===== src/assc_defines.svh =====
// register map, field positions and timing counts of the serial channel
`ifndef ASSC_DEFINES_SVH
`define ASSC_DEFINES_SVH
`define ASSC_RELOAD_W 13
`define ASSC_ADDR_W 8
`define ASSC_OFF_CTRL 8'h00
`define ASSC_OFF_BAUD 8'h04
`define ASSC_OFF_TXD 8'h08
`define ASSC_OFF_RXD 8'h0c
`define ASSC_OFF_STAT 8'h10
`define ASSC_OFF_CLR 8'h14
`define ASSC_OFF_IEN 8'h18
`define ASSC_CTRL_W 12
`define ASSC_CTRL_RST 12'h000
`define ASSC_B_RUN 0
`define ASSC_B_MODE_LO 1
`define ASSC_B_MODE_HI 2
`define ASSC_B_STOP2 3
`define ASSC_B_PAREN 4
`define ASSC_B_PARODD 5
`define ASSC_B_FRMEN 6
`define ASSC_B_OVREN 7
`define ASSC_B_LOOP 8
`define ASSC_B_RXEN 9
`define ASSC_B_PRESC 10
`define ASSC_B_WAKEF 11
`define ASSC_EV_W 5
`define ASSC_EV_TX 0
`define ASSC_EV_RX 1
`define ASSC_EV_PAR 2
`define ASSC_EV_FRM 3
`define ASSC_EV_OVR 4
`define ASSC_TICK_ZERO 4'h0
`define ASSC_TICK_MID 4'h7
`define ASSC_TICK_LAST 4'hf
`define ASSC_BIT_LAST 4'h7
`define ASSC_PRE_2 2'h1
`define ASSC_PRE_3 2'h2
`endif


===== src/assc_pkg.sv =====
// types of the serial channel
package assc_pkg;
  typedef enum logic [1:0] {
    ASSC_MODE_A8   = 2'h0,
    ASSC_MODE_A9   = 2'h1,
    ASSC_MODE_WAKE = 2'h2,
    ASSC_MODE_SYNC = 2'h3
  } assc_mode_t;
  typedef enum logic [2:0] {
    ASSC_TX_IDLE  = 3'h0,
    ASSC_TX_START = 3'h1,
    ASSC_TX_DATA  = 3'h2,
    ASSC_TX_NINTH = 3'h3,
    ASSC_TX_STOP  = 3'h4
  } assc_tx_state_t;
  typedef enum logic [2:0] {
    ASSC_RX_IDLE  = 3'h0,
    ASSC_RX_START = 3'h1,
    ASSC_RX_DATA  = 3'h2,
    ASSC_RX_NINTH = 3'h3,
    ASSC_RX_STOP  = 3'h4
  } assc_rx_state_t;
endpackage


===== src/assc_baud_if.sv =====
// link between channel and its baud generator
interface assc_baud_if #(
  parameter int W = 13
);
  logic         run;
  logic         presc;
  logic [W-1:0] reload;
  logic         tick;
  modport gen (
    input  run,
    input  presc,
    input  reload,
    output tick
  );
  modport use_side (
    output run,
    output presc,
    output reload,
    input  tick
  );
endinterface


===== src/assc_baud_gen.sv =====
// baud generator: one tick per sixteenth of a bit
`include "assc_defines.svh"

module assc_baud_gen
  import assc_pkg::*;
#(
  parameter int RELOAD_W = `ASSC_RELOAD_W
)
(
  input  wire logic clk,
  input  wire logic rst_n,
  assc_baud_if.gen  bi
);
  if (RELOAD_W < 1 || RELOAD_W > `ASSC_RELOAD_W)
  begin : g_chk
    $error("reload width out of range");
  end

  logic [1:0]          pre_reg;
  logic [RELOAD_W-1:0] cnt_reg;
  logic                tick_reg;

  wire pre_end = bi.presc ? (pre_reg == `ASSC_PRE_3) : (pre_reg == `ASSC_PRE_2);
  wire cnt_end = (cnt_reg == '0);

  always_ff @(posedge clk)
  begin
    if (!rst_n)
    begin
      pre_reg  <= 2'h0;
      cnt_reg  <= '0;
      tick_reg <= 1'b0;
    end
    else if (!bi.run)
    begin
      pre_reg  <= 2'h0;
      cnt_reg  <= bi.reload;
      tick_reg <= 1'b0;
    end
    else
    begin
      tick_reg <= pre_end & cnt_end;
      pre_reg  <= pre_end ? 2'h0 : 2'(pre_reg + 2'h1);
      if (pre_end)
        cnt_reg <= cnt_end ? bi.reload : RELOAD_W'(cnt_reg - 1'b1);
    end
  end

  assign bi.tick = tick_reg;

  // tick spacing checker
  logic [15:0] gap_reg;
  logic        seen_reg;
  logic [RELOAD_W:0] cfg_reg;
  wire  [15:0] period = 16'((bi.presc ? 16'h3 : 16'h2) * (16'(bi.reload) + 16'h1));
  wire         chg    = (cfg_reg != {bi.presc, bi.reload}) | ~bi.run;

  always_ff @(posedge clk)
  begin
    if (!rst_n)
    begin
      gap_reg  <= 16'h0;
      seen_reg <= 1'b0;
      cfg_reg  <= '0;
    end
    else
    begin
      cfg_reg  <= {bi.presc, bi.reload};
      gap_reg  <= tick_reg ? 16'h1 : 16'(gap_reg + 16'h1);
      seen_reg <= chg ? 1'b0 : (seen_reg | tick_reg);
    end
  end

  property p_tick_period;
    @(posedge clk) disable iff (!rst_n)
      (tick_reg && seen_reg && !chg) |-> (gap_reg == period);
  endproperty
  a_tick_period: assert property (p_tick_period)
    else $error("baud tick spacing wrong");
endmodule


===== src/assc_channel.sv =====
// serial channel top: apb registers, transmitter, receiver, interrupts
//
// Implementation choices: the APB interface to the registers and the placing of the registers.
`include "assc_defines.svh"

// How it works
// bit lasts 32 or 48 times reload+1
// separate transmit, receive and error requests
// start, 8 or 9 bits, 1-2 stops
// ninth bit carries address/data wake flag
// sync mode shifts bytes on own clock
// least significant bit shifted first
// loopback feeds transmitter into receiver
// parity generated on send, checked on receive
// low stop bit flags framing error
// unread buffer at completion flags overrun
// each error check enabled separately
// errors sticky, raise error request until cleared
// start bit confirmed low at its middle
module assc_channel
  import assc_pkg::*;
#(
  parameter int RELOAD_W = `ASSC_RELOAD_W
)
(
  input  wire logic                    clk,
  input  wire logic                    rst_n,
  input  wire logic                    psel,
  input  wire logic                    penable,
  input  wire logic                    pwrite,
  input  wire logic [`ASSC_ADDR_W-1:0] paddr,
  input  wire logic [31:0]             pwdata,
  output logic      [31:0]             prdata,
  output logic                         pready,
  output logic                         pslverr,
  output logic                         txd_out,
  input  wire logic                    rxd_in,
  output logic                         rxd_out,
  output logic                         rxd_oe,
  output logic                         irq,
  output logic                         irq_tx,
  output logic                         irq_rx,
  output logic                         irq_err
);
  logic [`ASSC_CTRL_W-1:0] ctrl_reg;
  logic [RELOAD_W-1:0]     reload_reg;
  logic [`ASSC_EV_W-1:0]   ien_reg;
  logic [`ASSC_EV_W-1:0]   stat_reg;
  logic [`ASSC_EV_W-1:0]   stat_next;
  logic [`ASSC_EV_W-1:0]   ev_set;
  logic [`ASSC_EV_W-1:0]   ev_clr;
  logic [8:0]              tx_hold_reg;
  logic                    tx_hold_full_reg;
  logic [8:0]              rx_buf_reg;
  logic                    rx_full_reg;
  logic [31:0]             prdata_reg;
  logic                    pready_reg;
  logic                    pslverr_reg;
  logic                    txd_reg;
  logic                    rxd_out_reg;
  logic                    rxd_oe_reg;
  logic                    irq_reg;
  logic                    irq_tx_reg;
  logic                    irq_rx_reg;
  logic                    irq_err_reg;
  assc_tx_state_t          tx_state_reg;
  assc_tx_state_t          tx_state_next;
  logic [3:0]              tx_tick_reg;
  logic [3:0]              tx_bit_reg;
  logic [8:0]              tx_shift_reg;
  logic                    tx_stop2_reg;
  assc_rx_state_t          rx_state_reg;
  assc_rx_state_t          rx_state_next;
  logic [3:0]              rx_tick_reg;
  logic [3:0]              rx_bit_reg;
  logic [8:0]              rx_shift_reg;
  assc_mode_t              mode;

  function automatic logic par_of(input logic [7:0] d, input logic odd);
    return (^d) ^ odd;
  endfunction

  // baud generator
  assc_baud_if #(.W(RELOAD_W)) baud ();
  assc_baud_gen #(.RELOAD_W(RELOAD_W)) u_baud (
    .clk   (clk),
    .rst_n (rst_n),
    .bi    (baud.gen)
  );
  assign baud.run    = ctrl_reg[`ASSC_B_RUN];
  assign baud.presc  = ctrl_reg[`ASSC_B_PRESC];
  assign baud.reload = reload_reg;
  wire tick = baud.tick;

  // bus decode
  wire setup    = psel & ~penable;
  wire wr       = psel & penable & pwrite;
  wire rd       = psel & penable & ~pwrite;
  wire sel_ctrl = (paddr == `ASSC_OFF_CTRL);
  wire sel_baud = (paddr == `ASSC_OFF_BAUD);
  wire sel_txd  = (paddr == `ASSC_OFF_TXD);
  wire sel_rxd  = (paddr == `ASSC_OFF_RXD);
  wire sel_stat = (paddr == `ASSC_OFF_STAT);
  wire sel_clr  = (paddr == `ASSC_OFF_CLR);
  wire sel_ien  = (paddr == `ASSC_OFF_IEN);
  wire mapped   = sel_ctrl | sel_baud | sel_txd | sel_rxd | sel_stat | sel_clr | sel_ien;
  wire rx_read  = rd & sel_rxd;
  wire tx_wr    = wr & sel_txd & ~tx_hold_full_reg;

  // mode decode
  assign mode   = assc_mode_t'(ctrl_reg[`ASSC_B_MODE_HI:`ASSC_B_MODE_LO]);
  wire run      = ctrl_reg[`ASSC_B_RUN];
  wire sync_m   = (mode == ASSC_MODE_SYNC);
  wire nine     = (mode == ASSC_MODE_A9) | (mode == ASSC_MODE_WAKE);
  wire par_on   = ctrl_reg[`ASSC_B_PAREN] & (mode == ASSC_MODE_A9);
  wire par_odd  = ctrl_reg[`ASSC_B_PARODD];
  wire tx_busy  = (tx_state_reg != ASSC_TX_IDLE);
  wire [10:0] stat_rd = {tx_hold_full_reg, rx_full_reg, tx_busy, 3'h0, stat_reg};

  wire [31:0] rdata_mux =
    sel_ctrl ? 32'(ctrl_reg)   :
    sel_baud ? 32'(reload_reg) :
    sel_txd  ? 32'(tx_hold_reg) :
    sel_rxd  ? 32'(rx_buf_reg) :
    sel_stat ? 32'(stat_rd)    :
    sel_ien  ? 32'(ien_reg)    : 32'h0;

  always_ff @(posedge clk)
  begin
    if (!rst_n)
    begin
      prdata_reg  <= 32'h0;
      pready_reg  <= 1'b0;
      pslverr_reg <= 1'b0;
    end
    else
    begin
      pready_reg <= 1'b1;
      if (setup)
      begin
        prdata_reg  <= pwrite ? 32'h0 : rdata_mux;
        pslverr_reg <= ~mapped;
      end
    end
  end

  always_ff @(posedge clk)
  begin
    if (!rst_n)
    begin
      ctrl_reg   <= `ASSC_CTRL_RST;
      reload_reg <= '0;
      ien_reg    <= '0;
    end
    else if (wr)
    begin
      if (sel_ctrl)
        ctrl_reg <= pwdata[`ASSC_CTRL_W-1:0];
      if (sel_baud)
        reload_reg <= pwdata[RELOAD_W-1:0];
      if (sel_ien)
        ien_reg <= pwdata[`ASSC_EV_W-1:0];
    end
  end

  // transmitter
  wire tx_bit_end  = tick & (tx_tick_reg == `ASSC_TICK_LAST);
  wire tx_last_bit = (tx_bit_reg == `ASSC_BIT_LAST);
  wire tx_go       = run & ~tx_busy & tx_hold_full_reg;
  wire tx_ninth    = par_on ? par_of(tx_hold_reg[7:0], par_odd) : tx_hold_reg[8];
  wire tx_stop_end = (tx_state_reg == ASSC_TX_STOP)
                   & (~ctrl_reg[`ASSC_B_STOP2] | tx_stop2_reg);
  wire tx_sync_end = (tx_state_reg == ASSC_TX_DATA) & sync_m & tx_last_bit;
  wire tx_done     = tx_bit_end & (tx_stop_end | tx_sync_end);

  always_comb
  begin
    tx_state_next = tx_state_reg;
    unique case (tx_state_reg)
      ASSC_TX_IDLE:
        if (tx_go)
          tx_state_next = sync_m ? ASSC_TX_DATA : ASSC_TX_START;
      ASSC_TX_START:
        if (tx_bit_end)
          tx_state_next = ASSC_TX_DATA;
      ASSC_TX_DATA:
        if (tx_bit_end && tx_last_bit)
          tx_state_next = sync_m ? ASSC_TX_IDLE : (nine ? ASSC_TX_NINTH : ASSC_TX_STOP);
      ASSC_TX_NINTH:
        if (tx_bit_end)
          tx_state_next = ASSC_TX_STOP;
      ASSC_TX_STOP:
        if (tx_done)
          tx_state_next = ASSC_TX_IDLE;
      default:
        tx_state_next = ASSC_TX_IDLE;
    endcase
  end

  always_ff @(posedge clk)
  begin
    if (!rst_n)
    begin
      tx_state_reg <= ASSC_TX_IDLE;
      tx_tick_reg  <= `ASSC_TICK_ZERO;
      tx_bit_reg   <= 4'h0;
      tx_shift_reg <= 9'h1ff;
      tx_stop2_reg <= 1'b0;
    end
    else if (!run)
      tx_state_reg <= ASSC_TX_IDLE;
    else
    begin
      tx_state_reg <= tx_state_next;
      if (tx_go)
      begin
        tx_tick_reg  <= `ASSC_TICK_ZERO;
        tx_bit_reg   <= 4'h0;
        tx_shift_reg <= {tx_ninth, tx_hold_reg[7:0]};
        tx_stop2_reg <= 1'b0;
      end
      else
      begin
        if (tick)
          tx_tick_reg <= 4'(tx_tick_reg + 4'h1);
        if (tx_bit_end && tx_state_reg == ASSC_TX_DATA)
        begin
          tx_shift_reg <= {1'b1, tx_shift_reg[8:1]};
          tx_bit_reg   <= 4'(tx_bit_reg + 4'h1);
        end
        if (tx_bit_end && tx_state_reg == ASSC_TX_STOP)
          tx_stop2_reg <= 1'b1;
      end
    end
  end

  always_ff @(posedge clk)
  begin
    if (!rst_n)
    begin
      tx_hold_reg      <= 9'h000;
      tx_hold_full_reg <= 1'b0;
    end
    else
    begin
      if (tx_wr)
        tx_hold_reg <= pwdata[8:0];
      tx_hold_full_reg <= tx_wr | (tx_hold_full_reg & ~tx_go);
    end
  end

  // pin drive
  wire tx_in_bits = (tx_state_reg == ASSC_TX_DATA) | (tx_state_reg == ASSC_TX_NINTH);
  wire async_line = (tx_state_reg == ASSC_TX_START) ? 1'b0 :
                    tx_in_bits ? tx_shift_reg[0] : 1'b1;
  wire sclk       = (tx_state_reg != ASSC_TX_DATA) | tx_tick_reg[3];
  wire rx_en      = ctrl_reg[`ASSC_B_RXEN];
  wire txd_next   = sync_m ? sclk : async_line;
  wire rxd_o_next = sync_m ? tx_shift_reg[0] : 1'b1;
  wire rxd_e_next = sync_m & (tx_state_reg == ASSC_TX_DATA) & ~rx_en;

  // receiver
  wire rx_line  = ctrl_reg[`ASSC_B_LOOP] ?
                  (sync_m ? tx_shift_reg[0] : txd_reg) : rxd_in;
  wire rx_on    = run & rx_en & ~sync_m;
  wire rx_samp  = tick & (rx_tick_reg == `ASSC_TICK_LAST);
  wire rx_mid   = tick & (rx_tick_reg == `ASSC_TICK_MID);
  wire sync_smp = sync_m & rx_en & (tx_state_reg == ASSC_TX_DATA)
                & tick & (tx_tick_reg == `ASSC_TICK_MID);
  wire rx_bits  = (rx_state_reg == ASSC_RX_DATA) | (rx_state_reg == ASSC_RX_NINTH);

  always_comb
  begin
    rx_state_next = rx_state_reg;
    unique case (rx_state_reg)
      ASSC_RX_IDLE:
        if (!rx_line)
          rx_state_next = ASSC_RX_START;
      ASSC_RX_START:
        if (rx_mid)
          rx_state_next = rx_line ? ASSC_RX_IDLE : ASSC_RX_DATA;
      ASSC_RX_DATA:
        if (rx_samp && rx_bit_reg == `ASSC_BIT_LAST)
          rx_state_next = nine ? ASSC_RX_NINTH : ASSC_RX_STOP;
      ASSC_RX_NINTH:
        if (rx_samp)
          rx_state_next = ASSC_RX_STOP;
      ASSC_RX_STOP:
        if (rx_samp)
          rx_state_next = ASSC_RX_IDLE;
      default:
        rx_state_next = ASSC_RX_IDLE;
    endcase
  end

  always_ff @(posedge clk)
  begin
    if (!rst_n)
    begin
      rx_state_reg <= ASSC_RX_IDLE;
      rx_tick_reg  <= `ASSC_TICK_ZERO;
      rx_bit_reg   <= 4'h0;
      rx_shift_reg <= 9'h000;
    end
    else if (!rx_on)
    begin
      rx_state_reg <= ASSC_RX_IDLE;
      rx_tick_reg  <= `ASSC_TICK_ZERO;
      if (sync_smp)
        rx_shift_reg <= {rx_line, rx_shift_reg[8:1]};
    end
    else
    begin
      rx_state_reg <= rx_state_next;
      if (rx_state_reg == ASSC_RX_IDLE || (rx_mid && rx_state_reg == ASSC_RX_START))
        rx_tick_reg <= `ASSC_TICK_ZERO;
      else if (tick)
        rx_tick_reg <= 4'(rx_tick_reg + 4'h1);
      if (rx_state_reg == ASSC_RX_START)
        rx_bit_reg <= 4'h0;
      if (rx_samp && rx_bits)
        rx_shift_reg <= {rx_line, rx_shift_reg[8:1]};
      if (rx_samp && rx_state_reg == ASSC_RX_DATA)
        rx_bit_reg <= 4'(rx_bit_reg + 4'h1);
    end
  end

  // completion and error events
  wire       frame_end = rx_on & rx_samp & (rx_state_reg == ASSC_RX_STOP);
  wire       sync_end  = tx_done & sync_m & rx_en;
  wire [8:0] rx_word   = nine ? rx_shift_reg : {1'b0, rx_shift_reg[8:1]};
  wire       rx_drop   = (mode == ASSC_MODE_WAKE) & ctrl_reg[`ASSC_B_WAKEF] & ~rx_word[8];
  wire       rx_store  = (frame_end | sync_end) & ~rx_drop;
  wire       par_bad   = par_on & (rx_word[8] != par_of(rx_word[7:0], par_odd));
  wire       frm_bad   = ctrl_reg[`ASSC_B_FRMEN] & frame_end & ~rx_line;
  wire       ovr_bad   = ctrl_reg[`ASSC_B_OVREN] & rx_full_reg & ~rx_read;

  assign ev_set[`ASSC_EV_TX]  = tx_done;
  assign ev_set[`ASSC_EV_RX]  = rx_store;
  assign ev_set[`ASSC_EV_PAR] = rx_store & par_bad;
  assign ev_set[`ASSC_EV_FRM] = rx_store & frm_bad;
  assign ev_set[`ASSC_EV_OVR] = rx_store & ovr_bad;
  assign ev_clr    = (wr & sel_clr) ? pwdata[`ASSC_EV_W-1:0] : '0;
  assign stat_next = (stat_reg & ~ev_clr) | ev_set;

  always_ff @(posedge clk)
  begin
    if (!rst_n)
    begin
      stat_reg    <= '0;
      rx_buf_reg  <= 9'h000;
      rx_full_reg <= 1'b0;
    end
    else
    begin
      stat_reg <= stat_next;
      if (rx_store)
        rx_buf_reg <= rx_word;
      rx_full_reg <= rx_store | (rx_full_reg & ~rx_read);
    end
  end

  always_ff @(posedge clk)
  begin
    if (!rst_n)
    begin
      txd_reg     <= 1'b1;
      rxd_out_reg <= 1'b1;
      rxd_oe_reg  <= 1'b0;
      irq_reg     <= 1'b0;
      irq_tx_reg  <= 1'b0;
      irq_rx_reg  <= 1'b0;
      irq_err_reg <= 1'b0;
    end
    else
    begin
      txd_reg     <= txd_next;
      rxd_out_reg <= rxd_o_next;
      rxd_oe_reg  <= rxd_e_next;
      irq_reg     <= |(stat_reg & ien_reg);
      irq_tx_reg  <= stat_reg[`ASSC_EV_TX] & ien_reg[`ASSC_EV_TX];
      irq_rx_reg  <= stat_reg[`ASSC_EV_RX] & ien_reg[`ASSC_EV_RX];
      irq_err_reg <= |(stat_reg[`ASSC_EV_OVR:`ASSC_EV_PAR]
                       & ien_reg[`ASSC_EV_OVR:`ASSC_EV_PAR]);
    end
  end

  assign prdata  = prdata_reg;
  assign pready  = pready_reg;
  assign pslverr = pslverr_reg;
  assign txd_out = txd_reg;
  assign rxd_out = rxd_out_reg;
  assign rxd_oe  = rxd_oe_reg;
  assign irq     = irq_reg;
  assign irq_tx  = irq_tx_reg;
  assign irq_rx  = irq_rx_reg;
  assign irq_err = irq_err_reg;

  property p_tx_irq;
    @(posedge clk) disable iff (!rst_n)
      (tx_done && ien_reg[`ASSC_EV_TX] && !ev_clr[`ASSC_EV_TX] && !(wr && sel_ien))
      |=> ##1 irq_tx;
  endproperty
  a_tx_irq: assert property (p_tx_irq)
    else $error("transmit request missing");

  property p_stop_high;
    @(posedge clk) disable iff (!rst_n)
      (run && !sync_m && tx_state_reg == ASSC_TX_STOP) |=> txd_out;
  endproperty
  a_stop_high: assert property (p_stop_high)
    else $error("stop bit not high");

  property p_start_low;
    @(posedge clk) disable iff (!rst_n)
      (tx_go && !sync_m) |=> ##1 !txd_out;
  endproperty
  a_start_low: assert property (p_start_low)
    else $error("start bit not low");

  property p_wake_bit;
    @(posedge clk) disable iff (!rst_n)
      (tx_go && mode == ASSC_MODE_WAKE) |=> tx_shift_reg[8] == $past(tx_hold_reg[8]);
  endproperty
  a_wake_bit: assert property (p_wake_bit)
    else $error("wake bit not loaded");

  property p_sync_clk;
    @(posedge clk) disable iff (!rst_n)
      (run && sync_m && tx_state_reg == ASSC_TX_DATA && !tx_tick_reg[3]) |=> !txd_out;
  endproperty
  a_sync_clk: assert property (p_sync_clk)
    else $error("shift clock not low");

  property p_lsb_first;
    @(posedge clk) disable iff (!rst_n)
      (run && !tx_go && tx_bit_end && tx_state_reg == ASSC_TX_DATA)
      |=> tx_shift_reg[7:0] == $past(tx_shift_reg[8:1]);
  endproperty
  a_lsb_first: assert property (p_lsb_first)
    else $error("shift direction wrong");

  property p_tx_parity;
    @(posedge clk) disable iff (!rst_n)
      (tx_go && par_on) |=> (^tx_shift_reg) == $past(par_odd);
  endproperty
  a_tx_parity: assert property (p_tx_parity)
    else $error("parity bit wrong");

  property p_frame_err;
    @(posedge clk) disable iff (!rst_n)
      (rx_store && frm_bad && ien_reg[`ASSC_EV_FRM] && !(wr && sel_ien))
      |=> stat_reg[`ASSC_EV_FRM] ##1 irq_err;
  endproperty
  a_frame_err: assert property (p_frame_err)
    else $error("framing error not flagged");

  property p_overrun;
    @(posedge clk) disable iff (!rst_n)
      (rx_store && rx_full_reg && !rx_read && ctrl_reg[`ASSC_B_OVREN])
      |=> stat_reg[`ASSC_EV_OVR] && rx_full_reg;
  endproperty
  a_overrun: assert property (p_overrun)
    else $error("overrun not flagged");

  property p_err_sticky;
    @(posedge clk) disable iff (!rst_n)
      (stat_reg[`ASSC_EV_PAR] && !ev_clr[`ASSC_EV_PAR]) |=> stat_reg[`ASSC_EV_PAR];
  endproperty
  a_err_sticky: assert property (p_err_sticky)
    else $error("error flag lost");

  property p_false_start;
    @(posedge clk) disable iff (!rst_n)
      (rx_on && rx_state_reg == ASSC_RX_START && rx_mid && rx_line) |=> rx_state_reg == ASSC_RX_IDLE;
  endproperty
  a_false_start: assert property (p_false_start)
    else $error("false start accepted");
endmodule


===== config.mk =====
export PLATFORM = sky130hd
export DESIGN_NAME = assc_channel
export DESIGN_NICKNAME = d
export VERILOG_FILES = /design/src/assc_pkg.sv /design/src/assc_baud_if.sv /design/src/assc_baud_gen.sv /design/src/assc_channel.sv
export VERILOG_INCLUDE_DIRS = /design/src
export SDC_FILE = /design/constraint.sdc
export NUM_CORES = 1
export LEC_CHECK = 0
export ABC_AREA = 1
export BUFFER_PORTS_ARGS = -buffer_cell sky130_fd_sc_hd__buf_2
export CORE_MARGIN = 8
export CORE_UTILIZATION = 35
export CTS_CLUSTER_DIAMETER = 40
export DETAILED_ROUTE_END_ITERATION = 6
export HOLD_SLACK_MARGIN = 0.05
export PLACE_DENSITY = 0.52
export SETUP_SLACK_MARGIN = 0.05
export SLEW_MARGIN = 20
export SYNTH_ARGS = -nofsm -noshare
export SYNTH_HDL_FRONTEND = slang
export SYNTH_HIERARCHICAL = 1
export SYNTH_SLANG_ARGS = --single-unit

===== constraint.sdc =====
create_clock -name clk -period 1.7 [get_ports clk]
set_input_delay 0.085 -clock clk [delete_from_list [all_inputs] [get_ports clk]]
set_output_delay 0.085 -clock clk [all_outputs]
set_load 0.1 [all_outputs]

==> flow_summary_export.csv <==
group,metric,value,unit
run_status,status,"finished with violations",
run_status,violations,"setup timing",
timing,relSlewSlack,0.619,
synth,synth_edf_count,0,
timing,setup_ws,-36.2,ps
clock_tree,h-tree-depth,4,
grt,grt_busiest_layer,"met2",
setup_path,worstSetupPathType,"register to register",
synth,yosysTopAreaCell,"dfxtp_1",
synth,netlist.area_leader.share,0.384,
floorplan,start_util,0.358,
timing,finalHoldViolCount,0,
grt,grt_max_degree,33,
setup_path,worstSetupStartpointType,"register",
clock_tree,clockBufferDepth,2,
grt,antenna_found_initial,0,
hold_path,hold_depth,4,
placed_design,dp_hpwl,15600,um
setup_path,worstPathRequired,2010,ps
clock_tree,cts_buffers,17,
timing,fin_skew,19.1,ps
grt,use_met3,0.0271,
timing,slew_viol_final,0,
setup_path,r2r_end,"stat_reg[2]$_SDFF_PN0_",
synth,ys_types,47,
power,p_leak,4.00,nW
setup_path,worstReg2RegStart,"ctrl_reg[2]$_SDFFE_PN0P_",
synth,postSynthCellCount,1005,
synth,synth-seq-area-share,0.384,
flow_run,cap_violations,0,
setup_path,crit_fanout,6,
detailed_routing,remaining_drc_errors,0,
detailed_routing,viasPerCell,4.79,
timing,rsz0062_at_grt,"yes",
detailed_routing,wl_per_cell,14.7,um
grt,met1_usage,0.229,
cells_and_area,finalNetCount,1191,
cells_and_area,fin_util,0.454,
detailed_routing,wl,20700,um
synth,syn_avg_cell_area,6.96,um2
hold_path,hold_path.class,"primary input to register",
placed_design,portBuffers,48,
synth,synth_area_leaders,"dfxtp_1, nand2_1, a21oi_1, inv_1, o21ai_0",
cells_and_area,area_delta_synth_final,26.9,%
detailed_routing,dr.pass1.iters,4,
timing,fin_crit_sh,1.02,
grt,grt.total_usage,0.172,
floorplan,core.rowCount,51,
floorplan,die_h,157,um
placed_design,gp_congestion,0.840,
setup_path,crit_arrival,2050,ps
grt,grtUsageMet2,0.281,
setup_path,end_kind,"register",
clock_tree,cts_tree,"yes",
synth,synth-seq-cells,134,
synth,ys.flop_type,"dfxtp_1",
detailed_routing,drt_iter0_drc,414,
timing,fmax,576,MHz
clock_tree,clkTransAtPathRegs,60,ps
synth,async_reset_ff_frac,0,
setup_path,reg2reg_depth,16,
timing,worst_pin_slew,568,ps
clock_tree,cts_sinks,134,
clock_tree,clk_latency,430,ps
detailed_routing,ant_nets,0,
setup_path,crit_start,"ctrl_reg[2]$_SDFFE_PN0P_",
grt,grt_pass1_vias,6362,
timing,holdWs,109,ps
floorplan,io_pins,87,
clock_tree,root_buffer,"clkbuf_16",
power,power_density,811,mW/mm2
hold_path,min_from,"psel",
hold_path,hold_end,"rx_full_reg$_SDFF_PN0_",
floorplan,die_w,157,um
synth,synthesis.area,0.00699,mm2
timing,setup_viol,1,
cells_and_area,antenna_cells,0,
grt,grt_pass1_wl,33500,um
synth,ys_warn_count,6,
power,ir_drop,0.694,mV
setup_path,ff2ff_setup_slack,-40,ps
timing,finalCriticalPeriod,1740,ps
detailed_routing,dr_total_vias,6768,
floorplan,die_area,0.0248,mm2
cells_and_area,drive_gt1_frac,0.215,
grt,grt.overflow.total,0,
placed_design,place_ws,-74.8,ps
floorplan,core,0.0195,mm2
==> worst max-delay path by stage <==
| stage | end | slack, ps | cells past startpoint |
|---|---|---|---|
| finish | stat_reg[2]$_SDFF_PN0_ | -40 | 16 |
| global route | stat_reg[2]$_SDFF_PN0_ | -210 | 15 |
| CTS | stat_reg[2]$_SDFF_PN0_ | -20 | 15 |
| detailed placement | stat_reg[2]$_SDFF_PN0_ | -70 | 15 |
| global placement | stat_reg[2]$_SDFF_PN0_ | -60 | 16 |
| floorplan | stat_reg[2]$_SDFF_PN0_ | 50 | 13 |
==> metrics by stage <==
stage / TNS [ps] / instances / total power, mW / area, um2
2_1_floorplan: 0 / 1023 / 3.56 / 7080
3_3_place_gp: -68.4 / 1354 / 3.64 / 7840
3_5_place_dp: -167 / 1354 / 3.64 / 7840
4_1_cts: -16.7 / 1408 / 7.25 / 8710
5_1_grt: -879 / 1412 / 7.42 / 8870
6_report: -36.2 / 1412 / 7.19 / 8870
==> area by class of cell <==
class                           count  area [um2]
Clock buffer                       20         437
Clock inverter                     11         126
Fill cell                        2107       10700
Inverter                          133         502
Multi-Input combinational cell    713        3810
Sequential cell                   134        2690
Tap cell                          265         332
Timing Repair Buffer              136         972
==> layout by cell type (no fill, tap or decap), types with 11 or more instances in the layout <==
| cell type | count |
|---|---|
| o21ai_1 | 14 |
| dlygate4sd3_1 | 16 |
| clkbuf_16 | 17 |
| nand3_1 | 50 |
| nand2_2 | 17 |
| nand2_1 | 213 |
| o21ai_0 | 61 |
| inv_1 | 117 |
| a21oi_1 | 109 |
| conb_1 | 19 |
| buf_4 | 67 |
| nor3_1 | 17 |
| inv_2 | 13 |
| dfxtp_1 | 128 |
| nor2_1 | 81 |
| xor2_1 | 11 |
| buf_2 | 48 |
==> critical path, cell delays in order, from the launching register on <==
cell and delay (ps):
dfxtp_2 350, inv_2 50, ha_4 330, buf_8 150, nand2_4 50, nand2_2 70
nand2_1 60, nand2_2 90, inv_1 40, nand2_1 60, nand2_1 50, nand2_1 70
nand2_1 50, nand2_1 50, nand2_1 40, nand2_1 60, a21oi_2 50
==> Yosys cell counts, types with 4 or more instances <==
cell / count
nor3_1: 17
clkbuf_1: 12
buf_4: 24
inv_1: 120
nor2_1: 87
o21ai_1: 10
nand2_2: 6
o221ai_1: 7
nor3_2: 4
a21oi_1: 111
nand2_4: 6
inv_2: 11
nand2_1: 226
nand4_1: 5
a211oi_1: 11
o211ai_1: 6
o21ai_0: 68
nor2_4: 6
nand3b_1: 4
buf_2: 6
dfxtp_1: 134
nor2_2: 8
xnor2_1: 5
nand3_1: 58
xor2_1: 11
ha_1: 10
==> cells by family after synthesis <==
group,count (synthesis),share of synthesized area
AO/OA/AOI/OAI,227,0.179
buffers and inverters,178,0.113
multiplexers,1,0.00143
XOR/XNOR,16,0.0200
flip-flops,134,0.384
adder cells (fa/ha/maj),10,0.0179
AND/OR/NAND/NOR,438,0.284
other,1,0.000536
==> metal layers <==
metal / part of all wire / wire length [um]
met5: 0 / 0
met4: 0.0097 / 201
met3: 0.043 / 890
met2: 0.47 / 9730
met1: 0.48 / 9890
==> power breakdown <==
| part | switching, mW | internal, mW | total, mW | leakage (nW) |
|---|---|---|---|---|
| Sequential | 0.00169 | 3.14 | 3.15 | 1.08 |
| Clock | 1.43 | 2.16 | 3.59 | 0.275 |
| Combinational | 0.365 | 0.0958 | 0.461 | 2.64 |
| Total | 1.80 | 5.40 | 7.19 | 4.00 |
==> what timing repair did <==
action                                 in CTS  in global routing
buffers inserted                            5                  4
gates resized for setup                    30                 40
setup endpoints to repair                  27                 59
endpoints found under the hold margin      32                  0
cloned                                      2                  0
hold buffers                               16                  0
pin swaps                                  12                 10
Power figures use the tool's default switching activity.
